$ cat config.mk
export PLATFORM = sky130hd
export DESIGN_NAME = kii_top
export DESIGN_NICKNAME = d
export VERILOG_FILES = /design/src/kii_pkg.sv /design/src/kii_sync.sv /design/src/kii_top.sv
export SDC_FILE = /design/constraint.sdc
export NUM_CORES = 1
export LEC_CHECK = 0
export BUFFER_PORTS_ARGS = -buffer_cell sky130_fd_sc_hd__buf_2
export CORE_MARGIN = 8
export CORE_UTILIZATION = 45
export CTS_CLUSTER_DIAMETER = 150
export CTS_CLUSTER_SIZE = 28
export DETAILED_ROUTE_END_ITERATION = 10
export PLACE_DENSITY = 0.81
export SKIP_CTS_REPAIR_TIMING = 1
export SYNTH_ARGS = -nofsm -noshare
export SYNTH_HDL_FRONTEND = slang
export SYNTH_SLANG_ARGS = --single-unit
$ cat constraint.sdc
create_clock -name MCLK -period 2.2 [get_ports MCLK]
set_input_delay 0.33 -clock MCLK [delete_from_list [all_inputs] [get_ports MCLK]]
set_output_delay 0.33 -clock MCLK [all_outputs]
set_load 0.02 [all_outputs]
$ cat src/kii_pkg.sv
// Package with register map, field layout and types of the key interrupt unit
package kii_pkg;

  localparam int unsigned KII_CHANNELS = 6;
  localparam int unsigned KII_ADDR_W = 22;
  localparam int unsigned KII_DATA_W = 32;

  // Register indices; byte address is four times the index
  localparam logic [19:0] KII_IDX_CTRL = 20'hFFF34;
  localparam logic [19:0] KII_IDX_FLAGS = 20'hFFF35;
  localparam logic [19:0] KII_IDX_ENABLE = 20'hFFF37;
  localparam logic [19:0] KII_IDX_STATUS = 20'hFFF38;
  localparam logic [19:0] KII_IDX_MASK = 20'hFFF39;

  // Control register field positions
  localparam int unsigned KII_CTRL_EDGE_BIT = 0;
  localparam int unsigned KII_CTRL_MODE_BIT = 7;

  // Status and mask bit positions
  localparam int unsigned KII_EVT_KEY_BIT = 0;
  localparam int unsigned KII_EVT_ACCESS_BIT = 1;
  localparam int unsigned KII_EVT_W = 2;

  // Reset values
  localparam logic [7:0] KII_CTRL_RST = 8'h00;
  localparam logic [5:0] KII_ENABLE_RST = 6'h00;
  localparam logic [5:0] KII_FLAGS_RST = 6'h00;
  localparam logic [1:0] KII_STATUS_RST = 2'h0;
  localparam logic [1:0] KII_MASK_RST = 2'h0;

  // Timing: bus answer comes this many cycles after the request is seen
  localparam int unsigned KII_BUS_LATENCY = 1;
  // Synchroniser depth on the key pins
  localparam int unsigned KII_SYNC_STAGES = 2;

  typedef enum logic
  {
    KII_BUS_IDLE = 1'b0,
    KII_BUS_ACK = 1'b1
  } kii_bus_state_t;

  typedef struct packed
  {
    logic rd;
    logic wr;
    logic [KII_ADDR_W-1:0] addr;
    logic [KII_DATA_W-1:0] wdata;
    logic [3:0] be;
  } kii_bus_req_t;

  typedef struct packed
  {
    logic flag_mode_sel;
    logic edge_polarity_sel;
  } kii_ctrl_t;

endpackage : kii_pkg

$ cat src/kii_sync.sv
// Two-stage synchroniser for the key input pins
`timescale 1ns/1ps
`default_nettype none

module kii_sync
#(
  parameter int unsigned WIDTH = 6
)
(
  input wire logic clk,
  input wire logic rst,
  input wire logic [WIDTH-1:0] async_in,
  output logic [WIDTH-1:0] sync_out
);

  logic [WIDTH-1:0] meta_r;
  logic [WIDTH-1:0] meta_nxt;
  logic [WIDTH-1:0] sync_r;
  logic [WIDTH-1:0] sync_nxt;

  // First stage feeds only the second stage
  always_comb
  begin
    meta_nxt = async_in;
    sync_nxt = meta_r;
  end

  always_ff @(posedge clk)
  begin
    if (rst)
    begin
      meta_r <= '0;
      sync_r <= '0;
    end
    else
    begin
      meta_r <= meta_nxt;
      sync_r <= sync_nxt;
    end
  end

  assign sync_out = sync_r;

endmodule : kii_sync

`default_nettype wire

$ cat src/kii_top.sv
// Key input interrupt unit with Avalon-MM register slave
`timescale 1ns/1ps
`default_nettype none

module kii_top
#(
  parameter int unsigned CHANNELS = kii_pkg::KII_CHANNELS
)
(
  input wire logic MCLK,
  input wire logic SRST,
  input wire logic [CHANNELS-1:0] KEY_INPUT_PINS,
  input wire logic [kii_pkg::KII_ADDR_W-1:0] AVS_ADDRESS,
  input wire logic AVS_READ,
  input wire logic AVS_WRITE,
  input wire logic [kii_pkg::KII_DATA_W-1:0] AVS_WRITEDATA,
  input wire logic [3:0] AVS_BYTEENABLE,
  output logic [kii_pkg::KII_DATA_W-1:0] AVS_READDATA,
  output logic AVS_WAITREQUEST,
  output logic KEY_IRQ,
  output logic IRQ
);

  // Lowest set bit as a one-hot vector
  function automatic logic [CHANNELS-1:0] lowest_one
  (
    input logic [CHANNELS-1:0] v
  );
    logic [CHANNELS-1:0] r;
    logic found;
    r = '0;
    found = 1'b0;
    for (int i = 0; i < CHANNELS; i++)
    begin
      if (v[i] && !found)
      begin
        r[i] = 1'b1;
        found = 1'b1;
      end
    end
    return r;
  endfunction : lowest_one

  // Register index of a byte address, or all ones if misaligned
  function automatic logic [19:0] reg_index
  (
    input logic [kii_pkg::KII_ADDR_W-1:0] a
  );
    if (a[1:0] != 2'h0)
    begin
      return 20'hFFFFF;
    end
    return a[kii_pkg::KII_ADDR_W-1:2];
  endfunction : reg_index

  kii_pkg::kii_bus_req_t req;
  logic [CHANNELS-1:0] pins_s;

  assign req.rd = AVS_READ;
  assign req.wr = AVS_WRITE;
  assign req.addr = AVS_ADDRESS;
  assign req.wdata = AVS_WRITEDATA;
  assign req.be = AVS_BYTEENABLE;

  kii_sync
  #(
    .WIDTH(CHANNELS)
  )
  u_sync
  (
    .clk(MCLK),
    .rst(SRST),
    .async_in(KEY_INPUT_PINS),
    .sync_out(pins_s)
  );

  // Bus slave state
  kii_pkg::kii_bus_state_t bus_r;
  kii_pkg::kii_bus_state_t bus_nxt;
  logic waitreq_r;
  logic waitreq_nxt;
  logic [kii_pkg::KII_DATA_W-1:0] rdata_r;
  logic [kii_pkg::KII_DATA_W-1:0] rdata_nxt;

  // Register state
  kii_pkg::kii_ctrl_t ctrl_r;
  kii_pkg::kii_ctrl_t ctrl_nxt;
  logic [CHANNELS-1:0] enable_r;
  logic [CHANNELS-1:0] enable_nxt;
  logic [CHANNELS-1:0] flags_r;
  logic [CHANNELS-1:0] flags_nxt;
  logic [kii_pkg::KII_EVT_W-1:0] status_r;
  logic [kii_pkg::KII_EVT_W-1:0] status_nxt;
  logic [kii_pkg::KII_EVT_W-1:0] mask_r;
  logic [kii_pkg::KII_EVT_W-1:0] mask_nxt;

  // Detection state
  logic [CHANNELS-1:0] prev_r;
  logic [CHANNELS-1:0] prev_nxt;
  logic [CHANNELS-1:0] en_prev_r;
  logic [CHANNELS-1:0] en_prev_nxt;
  logic [CHANNELS-1:0] pend_r;
  logic [CHANNELS-1:0] pend_nxt;
  logic req_prev_r;
  logic req_prev_nxt;
  logic key_irq_r;
  logic key_irq_nxt;
  logic irq_r;
  logic irq_nxt;

  logic [19:0] idx;
  logic commit;
  logic wr_commit;
  logic byte_wr;
  logic [7:0] wbyte;
  logic flag_access;

  logic [CHANNELS-1:0] active_lvl;
  logic [CHANNELS-1:0] active_edge;
  logic [CHANNELS-1:0] detect;
  logic [CHANNELS-1:0] load;
  logic key_req;
  logic access_evt;

  assign idx = reg_index(req.addr);
  // A request commits on the edge where waitrequest is seen low
  assign commit = (bus_r == kii_pkg::KII_BUS_ACK) && (req.rd || req.wr);
  assign wr_commit = commit && req.wr;
  // bit writes arrive as byte writes on lane 0
  assign byte_wr = wr_commit && req.be[0];
  assign wbyte = req.wdata[7:0];
  assign flag_access = commit && (idx == kii_pkg::KII_IDX_FLAGS);

  // Detection logic
  always_comb
  begin
    if (ctrl_r.edge_polarity_sel)
    begin
      active_lvl = pins_s;
      active_edge = pins_s & ~prev_r;
    end
    else
    begin
      active_lvl = ~pins_s;
      active_edge = ~pins_s & prev_r;
    end
    // arming a pin already active counts
    detect = enable_r & (active_edge | (active_lvl & ~en_prev_r));
    // queued edges wait until flags are empty
    if (ctrl_r.flag_mode_sel && (flags_r == '0))
    begin
      load = lowest_one(pend_r);
    end
    else
    begin
      load = '0;
    end
    // flag mode uses flags, level mode uses pin level
    // level request stays while any armed pin is active
    // all channels merge into one request
    if (ctrl_r.flag_mode_sel)
    begin
      key_req = |flags_r;
    end
    else
    begin
      key_req = |(enable_r & active_lvl);
    end
    // flag register touched in level mode
    access_evt = flag_access && !ctrl_r.flag_mode_sel;
  end

  // Detection next state
  always_comb
  begin
    prev_nxt = pins_s;
    en_prev_nxt = enable_r;
    // Set wins over the load that consumes a pending bit
    if (ctrl_r.flag_mode_sel)
    begin
      pend_nxt = (pend_r & ~load) | detect;
    end
    else
    begin
      pend_nxt = '0;
    end
    req_prev_nxt = key_req;
    key_irq_nxt = key_req && !req_prev_r;
  end

  // Register next state
  always_comb
  begin
    ctrl_nxt = ctrl_r;
    enable_nxt = enable_r;
    flags_nxt = flags_r;
    mask_nxt = mask_r;
    status_nxt = status_r;
    if (byte_wr)
    begin
      case (idx)
        kii_pkg::KII_IDX_CTRL:
        begin
          // only mode and edge bits are kept
          ctrl_nxt.flag_mode_sel = wbyte[kii_pkg::KII_CTRL_MODE_BIT];
          ctrl_nxt.edge_polarity_sel = wbyte[kii_pkg::KII_CTRL_EDGE_BIT];
        end
        kii_pkg::KII_IDX_ENABLE:
        begin
          enable_nxt = wbyte[CHANNELS-1:0];
        end
        kii_pkg::KII_IDX_FLAGS:
        begin
          // zero clears, one leaves the bit alone
          if (ctrl_r.flag_mode_sel)
          begin
            flags_nxt = flags_r & wbyte[CHANNELS-1:0];
          end
        end
        kii_pkg::KII_IDX_MASK:
        begin
          mask_nxt = wbyte[kii_pkg::KII_EVT_W-1:0];
        end
        kii_pkg::KII_IDX_STATUS:
        begin
          status_nxt = status_r & ~wbyte[kii_pkg::KII_EVT_W-1:0];
        end
        default:
        begin
          ctrl_nxt = ctrl_r;
        end
      endcase
    end
    // flag set from the pending queue; never meets a clear
    // one flag, hence one request, per pending bit
    flags_nxt = flags_nxt | load;
    // Hardware set wins over the write-one clear
    status_nxt[kii_pkg::KII_EVT_KEY_BIT] =
      status_nxt[kii_pkg::KII_EVT_KEY_BIT] | key_irq_nxt;
    status_nxt[kii_pkg::KII_EVT_ACCESS_BIT] =
      status_nxt[kii_pkg::KII_EVT_ACCESS_BIT] | access_evt;
    irq_nxt = |(status_r & mask_r);
  end

  // Bus slave next state
  always_comb
  begin
    bus_nxt = bus_r;
    waitreq_nxt = 1'b1;
    rdata_nxt = rdata_r;
    case (bus_r)
      kii_pkg::KII_BUS_IDLE:
      begin
        if (req.rd || req.wr)
        begin
          bus_nxt = kii_pkg::KII_BUS_ACK;
          waitreq_nxt = 1'b0;
          rdata_nxt = '0;
          case (idx)
            kii_pkg::KII_IDX_CTRL:
            begin
              rdata_nxt[kii_pkg::KII_CTRL_MODE_BIT] = ctrl_r.flag_mode_sel;
              rdata_nxt[kii_pkg::KII_CTRL_EDGE_BIT] =
                ctrl_r.edge_polarity_sel;
            end
            kii_pkg::KII_IDX_ENABLE:
            begin
              rdata_nxt[CHANNELS-1:0] = enable_r;
            end
            kii_pkg::KII_IDX_FLAGS:
            begin
              // Flags read as zero in level mode
              if (ctrl_r.flag_mode_sel)
              begin
                rdata_nxt[CHANNELS-1:0] = flags_r;
              end
            end
            kii_pkg::KII_IDX_STATUS:
            begin
              rdata_nxt[kii_pkg::KII_EVT_W-1:0] = status_r;
            end
            kii_pkg::KII_IDX_MASK:
            begin
              rdata_nxt[kii_pkg::KII_EVT_W-1:0] = mask_r;
            end
            default:
            begin
              rdata_nxt = '0;
            end
          endcase
        end
      end
      kii_pkg::KII_BUS_ACK:
      begin
        bus_nxt = kii_pkg::KII_BUS_IDLE;
      end
      default:
      begin
        bus_nxt = kii_pkg::KII_BUS_IDLE;
      end
    endcase
  end

  always_ff @(posedge MCLK)
  begin
    if (SRST)
    begin
      bus_r <= kii_pkg::KII_BUS_IDLE;
      waitreq_r <= 1'b1;
      rdata_r <= '0;
    end
    else
    begin
      bus_r <= bus_nxt;
      waitreq_r <= waitreq_nxt;
      rdata_r <= rdata_nxt;
    end
  end

  always_ff @(posedge MCLK)
  begin
    if (SRST)
    begin
      ctrl_r.flag_mode_sel <=
        kii_pkg::KII_CTRL_RST[kii_pkg::KII_CTRL_MODE_BIT];
      ctrl_r.edge_polarity_sel <=
        kii_pkg::KII_CTRL_RST[kii_pkg::KII_CTRL_EDGE_BIT];
      enable_r <= kii_pkg::KII_ENABLE_RST;
      flags_r <= kii_pkg::KII_FLAGS_RST;
      status_r <= kii_pkg::KII_STATUS_RST;
      mask_r <= kii_pkg::KII_MASK_RST;
      irq_r <= 1'b0;
    end
    else
    begin
      ctrl_r <= ctrl_nxt;
      enable_r <= enable_nxt;
      flags_r <= flags_nxt;
      status_r <= status_nxt;
      mask_r <= mask_nxt;
      irq_r <= irq_nxt;
    end
  end

  // Prev samples reset to zero: a low pin after reset is not an edge
  always_ff @(posedge MCLK)
  begin
    if (SRST)
    begin
      prev_r <= '0;
      en_prev_r <= '0;
      pend_r <= '0;
      req_prev_r <= 1'b0;
      key_irq_r <= 1'b0;
    end
    else
    begin
      prev_r <= prev_nxt;
      en_prev_r <= en_prev_nxt;
      pend_r <= pend_nxt;
      req_prev_r <= req_prev_nxt;
      key_irq_r <= key_irq_nxt;
    end
  end

  assign AVS_READDATA = rdata_r;
  assign AVS_WAITREQUEST = waitreq_r;
  assign KEY_IRQ = key_irq_r;
  assign IRQ = irq_r;

endmodule : kii_top

`default_nettype wire

# Yosys cells after proc, flatten, opt, wreduce, memory -nomap -nowiden

Index checks and enable logic that the tools add are counted.

Eq/ne operators: 5
Muxes and demuxes: 35
Bitwise operators: 21
Reduce and logical (&&, ||, !) cells: 31

Operators by type and width:

| cell                                  | count |
|---|---|
| 20-bit == test, second input constant | 5 |
| 6-bit bitwise AND                     | 7 |
| 6-bit two-way mux                     | 7 |
| 20-bit two-way mux                    | 2 |
| 6-bit NOT                             | 4 |
| 1-bit two-way mux                     | 20 |
| 6-bit bitwise OR                      | 3 |
| 1-bit logical AND                     | 12 |
| 6-bit OR reduction                    | 2 |
| 4-bit case mux with 2 select lines    | 1 |
| 2-bit AND reduction                   | 4 |
| 1-bit zero test                       | 7 |
| 6-bit zero test                       | 1 |
| 2-bit OR reduction                    | 3 |
| 1-bit case mux with 5 select lines    | 1 |
| 2-bit bitwise AND                     | 2 |
| 2-bit two-way mux                     | 2 |
| 1-bit case mux with 4 select lines    | 1 |
| 1-bit NOT                             | 2 |
| 2-bit NOT                             | 1 |
| 1-bit bitwise OR                      | 2 |
| 1-bit case mux with 2 select lines    | 1 |
| 2-bit nonzero test                    | 1 |
| 1-bit logical OR                      | 1 |

Bits in registers: 60
Input port bits: 68
Logic and storage cells: 109

# Longest topological paths before layout

Depth after elaboration: 26
Mapped depth: 6
Mapped depth without buffers: 5

# Modules after synthesis

A second synthesis with hierarchy kept.

Cell total of the unflattened synthesis: 303
Area total of the unflattened synthesis: 2647.5 um^2

By module, submodules not included:

| module   | times used | cells each | area each (um^2) | seq. area each (um^2) |
|---|---|---|---|---|
| kii_top  | 1          | 278        | 2280.9           | 960.9 |
| kii_sync | 1          | 25         | 366.6            | 240.2 |

# Worst setup path before layout

OpenSTA, ideal clock, no wires.

Path kind: register -> register
From: register flags_r[5]
To: register flags_r[5]
Arrival: 1.590 ns
Required time: 2.129 ns
Setup slack: 0.540 ns
Stages on the path, launching flop included: 6
Path through: dfxtp_1 nor4_4 nand4_2 or3_1 or3b_1 a21oi_1

Cells in the longest elaborated chain, start to end: 5
Elaborated cells between the ends (all ways): 8

RTL lines:

| what                   | RTL line       | source |
|---|---|---|
| start, declared        | kii_top.sv:90  | `logic [CHANNELS-1:0] flags_r;` |
| start signal, assigned | kii_top.sv:329 | `flags_r <= kii_pkg::KII_FLAGS_RST;` |
| start signal, assigned | kii_top.sv:338 | `flags_r <= flags_nxt;` |
| 6-bit bitwise AND      | kii_top.sv:217 | `flags_nxt = flags_r & wbyte[CHANNELS-1:0];` |
| 6-bit two-way mux      | kii_top.sv:215 | `if (ctrl_r.flag_mode_sel)` |
| 6-bit two-way mux      | kii_top.sv:201 | `case (idx)` |
| 6-bit two-way mux      | kii_top.sv:199 | `if (byte_wr)` |
| 6-bit bitwise OR *     | kii_top.sv:236 | `flags_nxt = flags_nxt \| load;` |

Mark *: on every way between the ends. The rest lies on a longest branch, timed or not.
A chain may end at the register's enable or synchronous reset.

# Worst setup path in the final report

Ends and elaborated chain as after synthesis.

==> impl_metrics.ini <==
[outcome]
outcome = complete, no violations

[hold_path]
min_path_type = in -> reg

[synth]
syn_avg_cell_area_um2 = 8.48
netlist_instances = 309
ys_warn_count = 0
synth_edf_count = 0
ys_seq_area_share_pct = 45.8
synth_seq_cells = 60
synth-xor-area-share_pct = 0
synth_mux_area_share_pct = 1.53
synthFlopType = dfxtp_1
yosysUniqueCellTypes = 45
synth-compound-area-share_pct = 14.2
syn-cell-area_um2 = 2620
async_flop_share_pct = 0
synth-simple-area-share_pct = 27.6
synth_top_family_by_area = simple AND/OR/NAND/NOR gates
yosys.area_share.adder_pct = 0

[cells_and_area]
post-route-util_pct = 52.9
nets = 429
num_antenna_cells = 0
final_cell_mix = 60 x dfxtp_1, 49 x buf_2, 37 x nand2_1
regArea_um2 = 1200
drive_above_1_share_pct = 20.0
fillers = 535
multi_input_area_um2 = 1230
area_delta_synth_final_pct = 16.7
final_cells = 440
mostFrequentLayoutCell = dfxtp_1

[sta]
fin_crit_ns = 1.82
setup_slack_ns = 0.383
final-max-slew-violation-count = 0
final.setup.tns_ns = 0
hold_viol_final = 0
rsz0062_at_grt = no
holdWs_ns = 0.200
clock_skew_ns = 0.0106
worst_pin_slew_ns = 0.610
setup_viol = 0
post-route-period-util_pct = 82.6
relSlewSlack_pct = 59.2
clock.fmax_mhz = 550

[setup_path]
cp_max_fo = 4
start_kind = flop
worstPathCellList = nor4_4 -> nand4_2 -> or3_1 -> or3b_1 -> a21oi_1
reg2reg_slack_ns = 0.38
cp-end-kind = flop
slowest_stage = or3_1
path_class = reg -> reg
required_ns = 2.47
max_stage_delay_ns = 0.38
cp.arrival_ns = 2.09

[drt]
vias = 2268
drc = 0
postRouteAntennaNets = 0
drt-initial-drc-count = 142
wl_mm = 6.09
wl_per_cell_um = 13.8
first_pass_iters = 4
vias_per_cell = 5.15

[global_route]
grt_max_degree = 37
grtUsageMet2_pct = 25.0
gr-total-overflow = 0
grt_pass1_vias = 2307
track_usage_pct = 14.7
grt_util_met3_pct = 6.55
grt_pass1_wl_mm = 10.2
met1_usage_pct = 15.4
grt.busiest_layer = met2
antenna_found_initial = 0

[floorplanning]
pin_count = 103
chipWidth_um = 92.3
initial_core_util_pct = 45.3
coreArea_um2 = 5780
dieArea_um2 = 8520
fp.dieH_um = 92.3
row_count = 28

[clocking]
htree_num_levels = 3
numClockSinks = 60
clock_latency_ns = 0.34
cts_buffers = 9
cts_tree = done
clk_pin_slew_ns = 0.07
clockBufferDepth = 2
clk_root_buffer_cell = clkbuf_8

[place]
preCtsSetupSlack_ns = 0.353
dpl.cell_count = 425
hpwl_mm = 4.54
place_congestion = 0.863
port_buffers = 49

[job]
maxCapViolations = 0

[power]
ir_drop_mv = 0.502
p_leak_nw = 1.23
pwr_density_cell_nw_per_um2 = 749
[power breakdown]
part | internal [mW] | switching [mW] | total (mW) | leakage (nW)
sequential | 1.10 | 0.00984 | 1.11 | 0.487
clock | 0.627 | 0.412 | 1.04 | 0.102
combinational | 0.0463 | 0.0913 | 0.138 | 0.644
[state kept, by name, summed over array words and instances (netlist names)]
name and flops:
AVS_READDATA 7, en_prev_nxt 6, en_prev_r 6, flags_r 6, pend_r 6, prev_r 6
u_sync.meta_r 6, u_sync.sync_out 6, ctrl_r 2, mask_r 2, status_r 2, AVS_WAITREQUEST 1
IRQ 1, KEY_IRQ 1, bus_r 1, req_prev_r 1
[cell usage after synthesis (3+ instances only)]
master    number  share of area [%]
nor2_1        18                2.6
inv_1         12                1.7
clkbuf_1       9                1.3
mux2i_1        4                1.5
a32oi_1        5                1.7
nand4b_1       3                1.0
nor2b_1       28                6.7
dfxtp_1       60                 46
a21oi_1       19                3.6
nand2_1       37                5.3
nand4_1        5                1.2
buf_4         25                7.2
o21ai_0       27                5.2
nand2b_1       3               0.72
nor3b_1        3               0.86
nor3_1         8                1.5
a22oi_1        3               0.86
nand3_1        5               0.95
[path summary, 6_finish.rpt]
path / start / endpoint / depth (start not counted)
hold reg to reg: u_sync.meta_r[4]$_SDFF_PP0_ / u_sync.sync_out[4]$_SDFF_PP0_ / 1
setup / recovery: flags_r[5]$_SDFF_PP0_ / flags_r[5]$_SDFF_PP0_ / 5
setup reg to reg: flags_r[5]$_SDFF_PP0_ / flags_r[5]$_SDFF_PP0_ / 5
hold / removal: KEY_INPUT_PINS[2] / u_sync.meta_r[2]$_SDFF_PP0_ / 2
[cell type report]
type                    instances  area share [%]
repair buffers                 54            9.25
inverters                      12            1.47
well taps                      75            3.07
flip-flops and latches         60            39.3
multi-input cells             224            40.2
clock buffers                  10            4.17
clock inverters                 5            2.54
[routing by layer]
metal	wire (um)	up-vias	part of all wire, %
li1	-	1116	-
met1	2420	1056	40
met2	3010	87	49
met3	589	9	9.7
met4	73	0	1.2
met5	0	-	0
[through the flow]
step / area, um2 / power, mW
3_3_place_gp: 2850 / 1.27
5_1_grt: 3060 / 2.38
3_5_place_dp: 2850 / 1.27
4_1_cts: 3060 / 2.30
2_1_floorplan: 2710 / 1.25
6_report: 3060 / 2.29
[logic make-up after synthesis]
kind of cell    Yosys count
buf+inv                  49
simple gates            131
other cells               1
flops                    60
compound gates           64
mux                       4
[worst max-delay path, delay by kind of cell, from the launching register on]
kind	cells	cell delay [ns]
flip-flops	1	0.34
AO/OA/AOI/OAI	1	0.12
AND/OR/NAND/NOR	4	1.29
(Power assumes the default switching activity.)
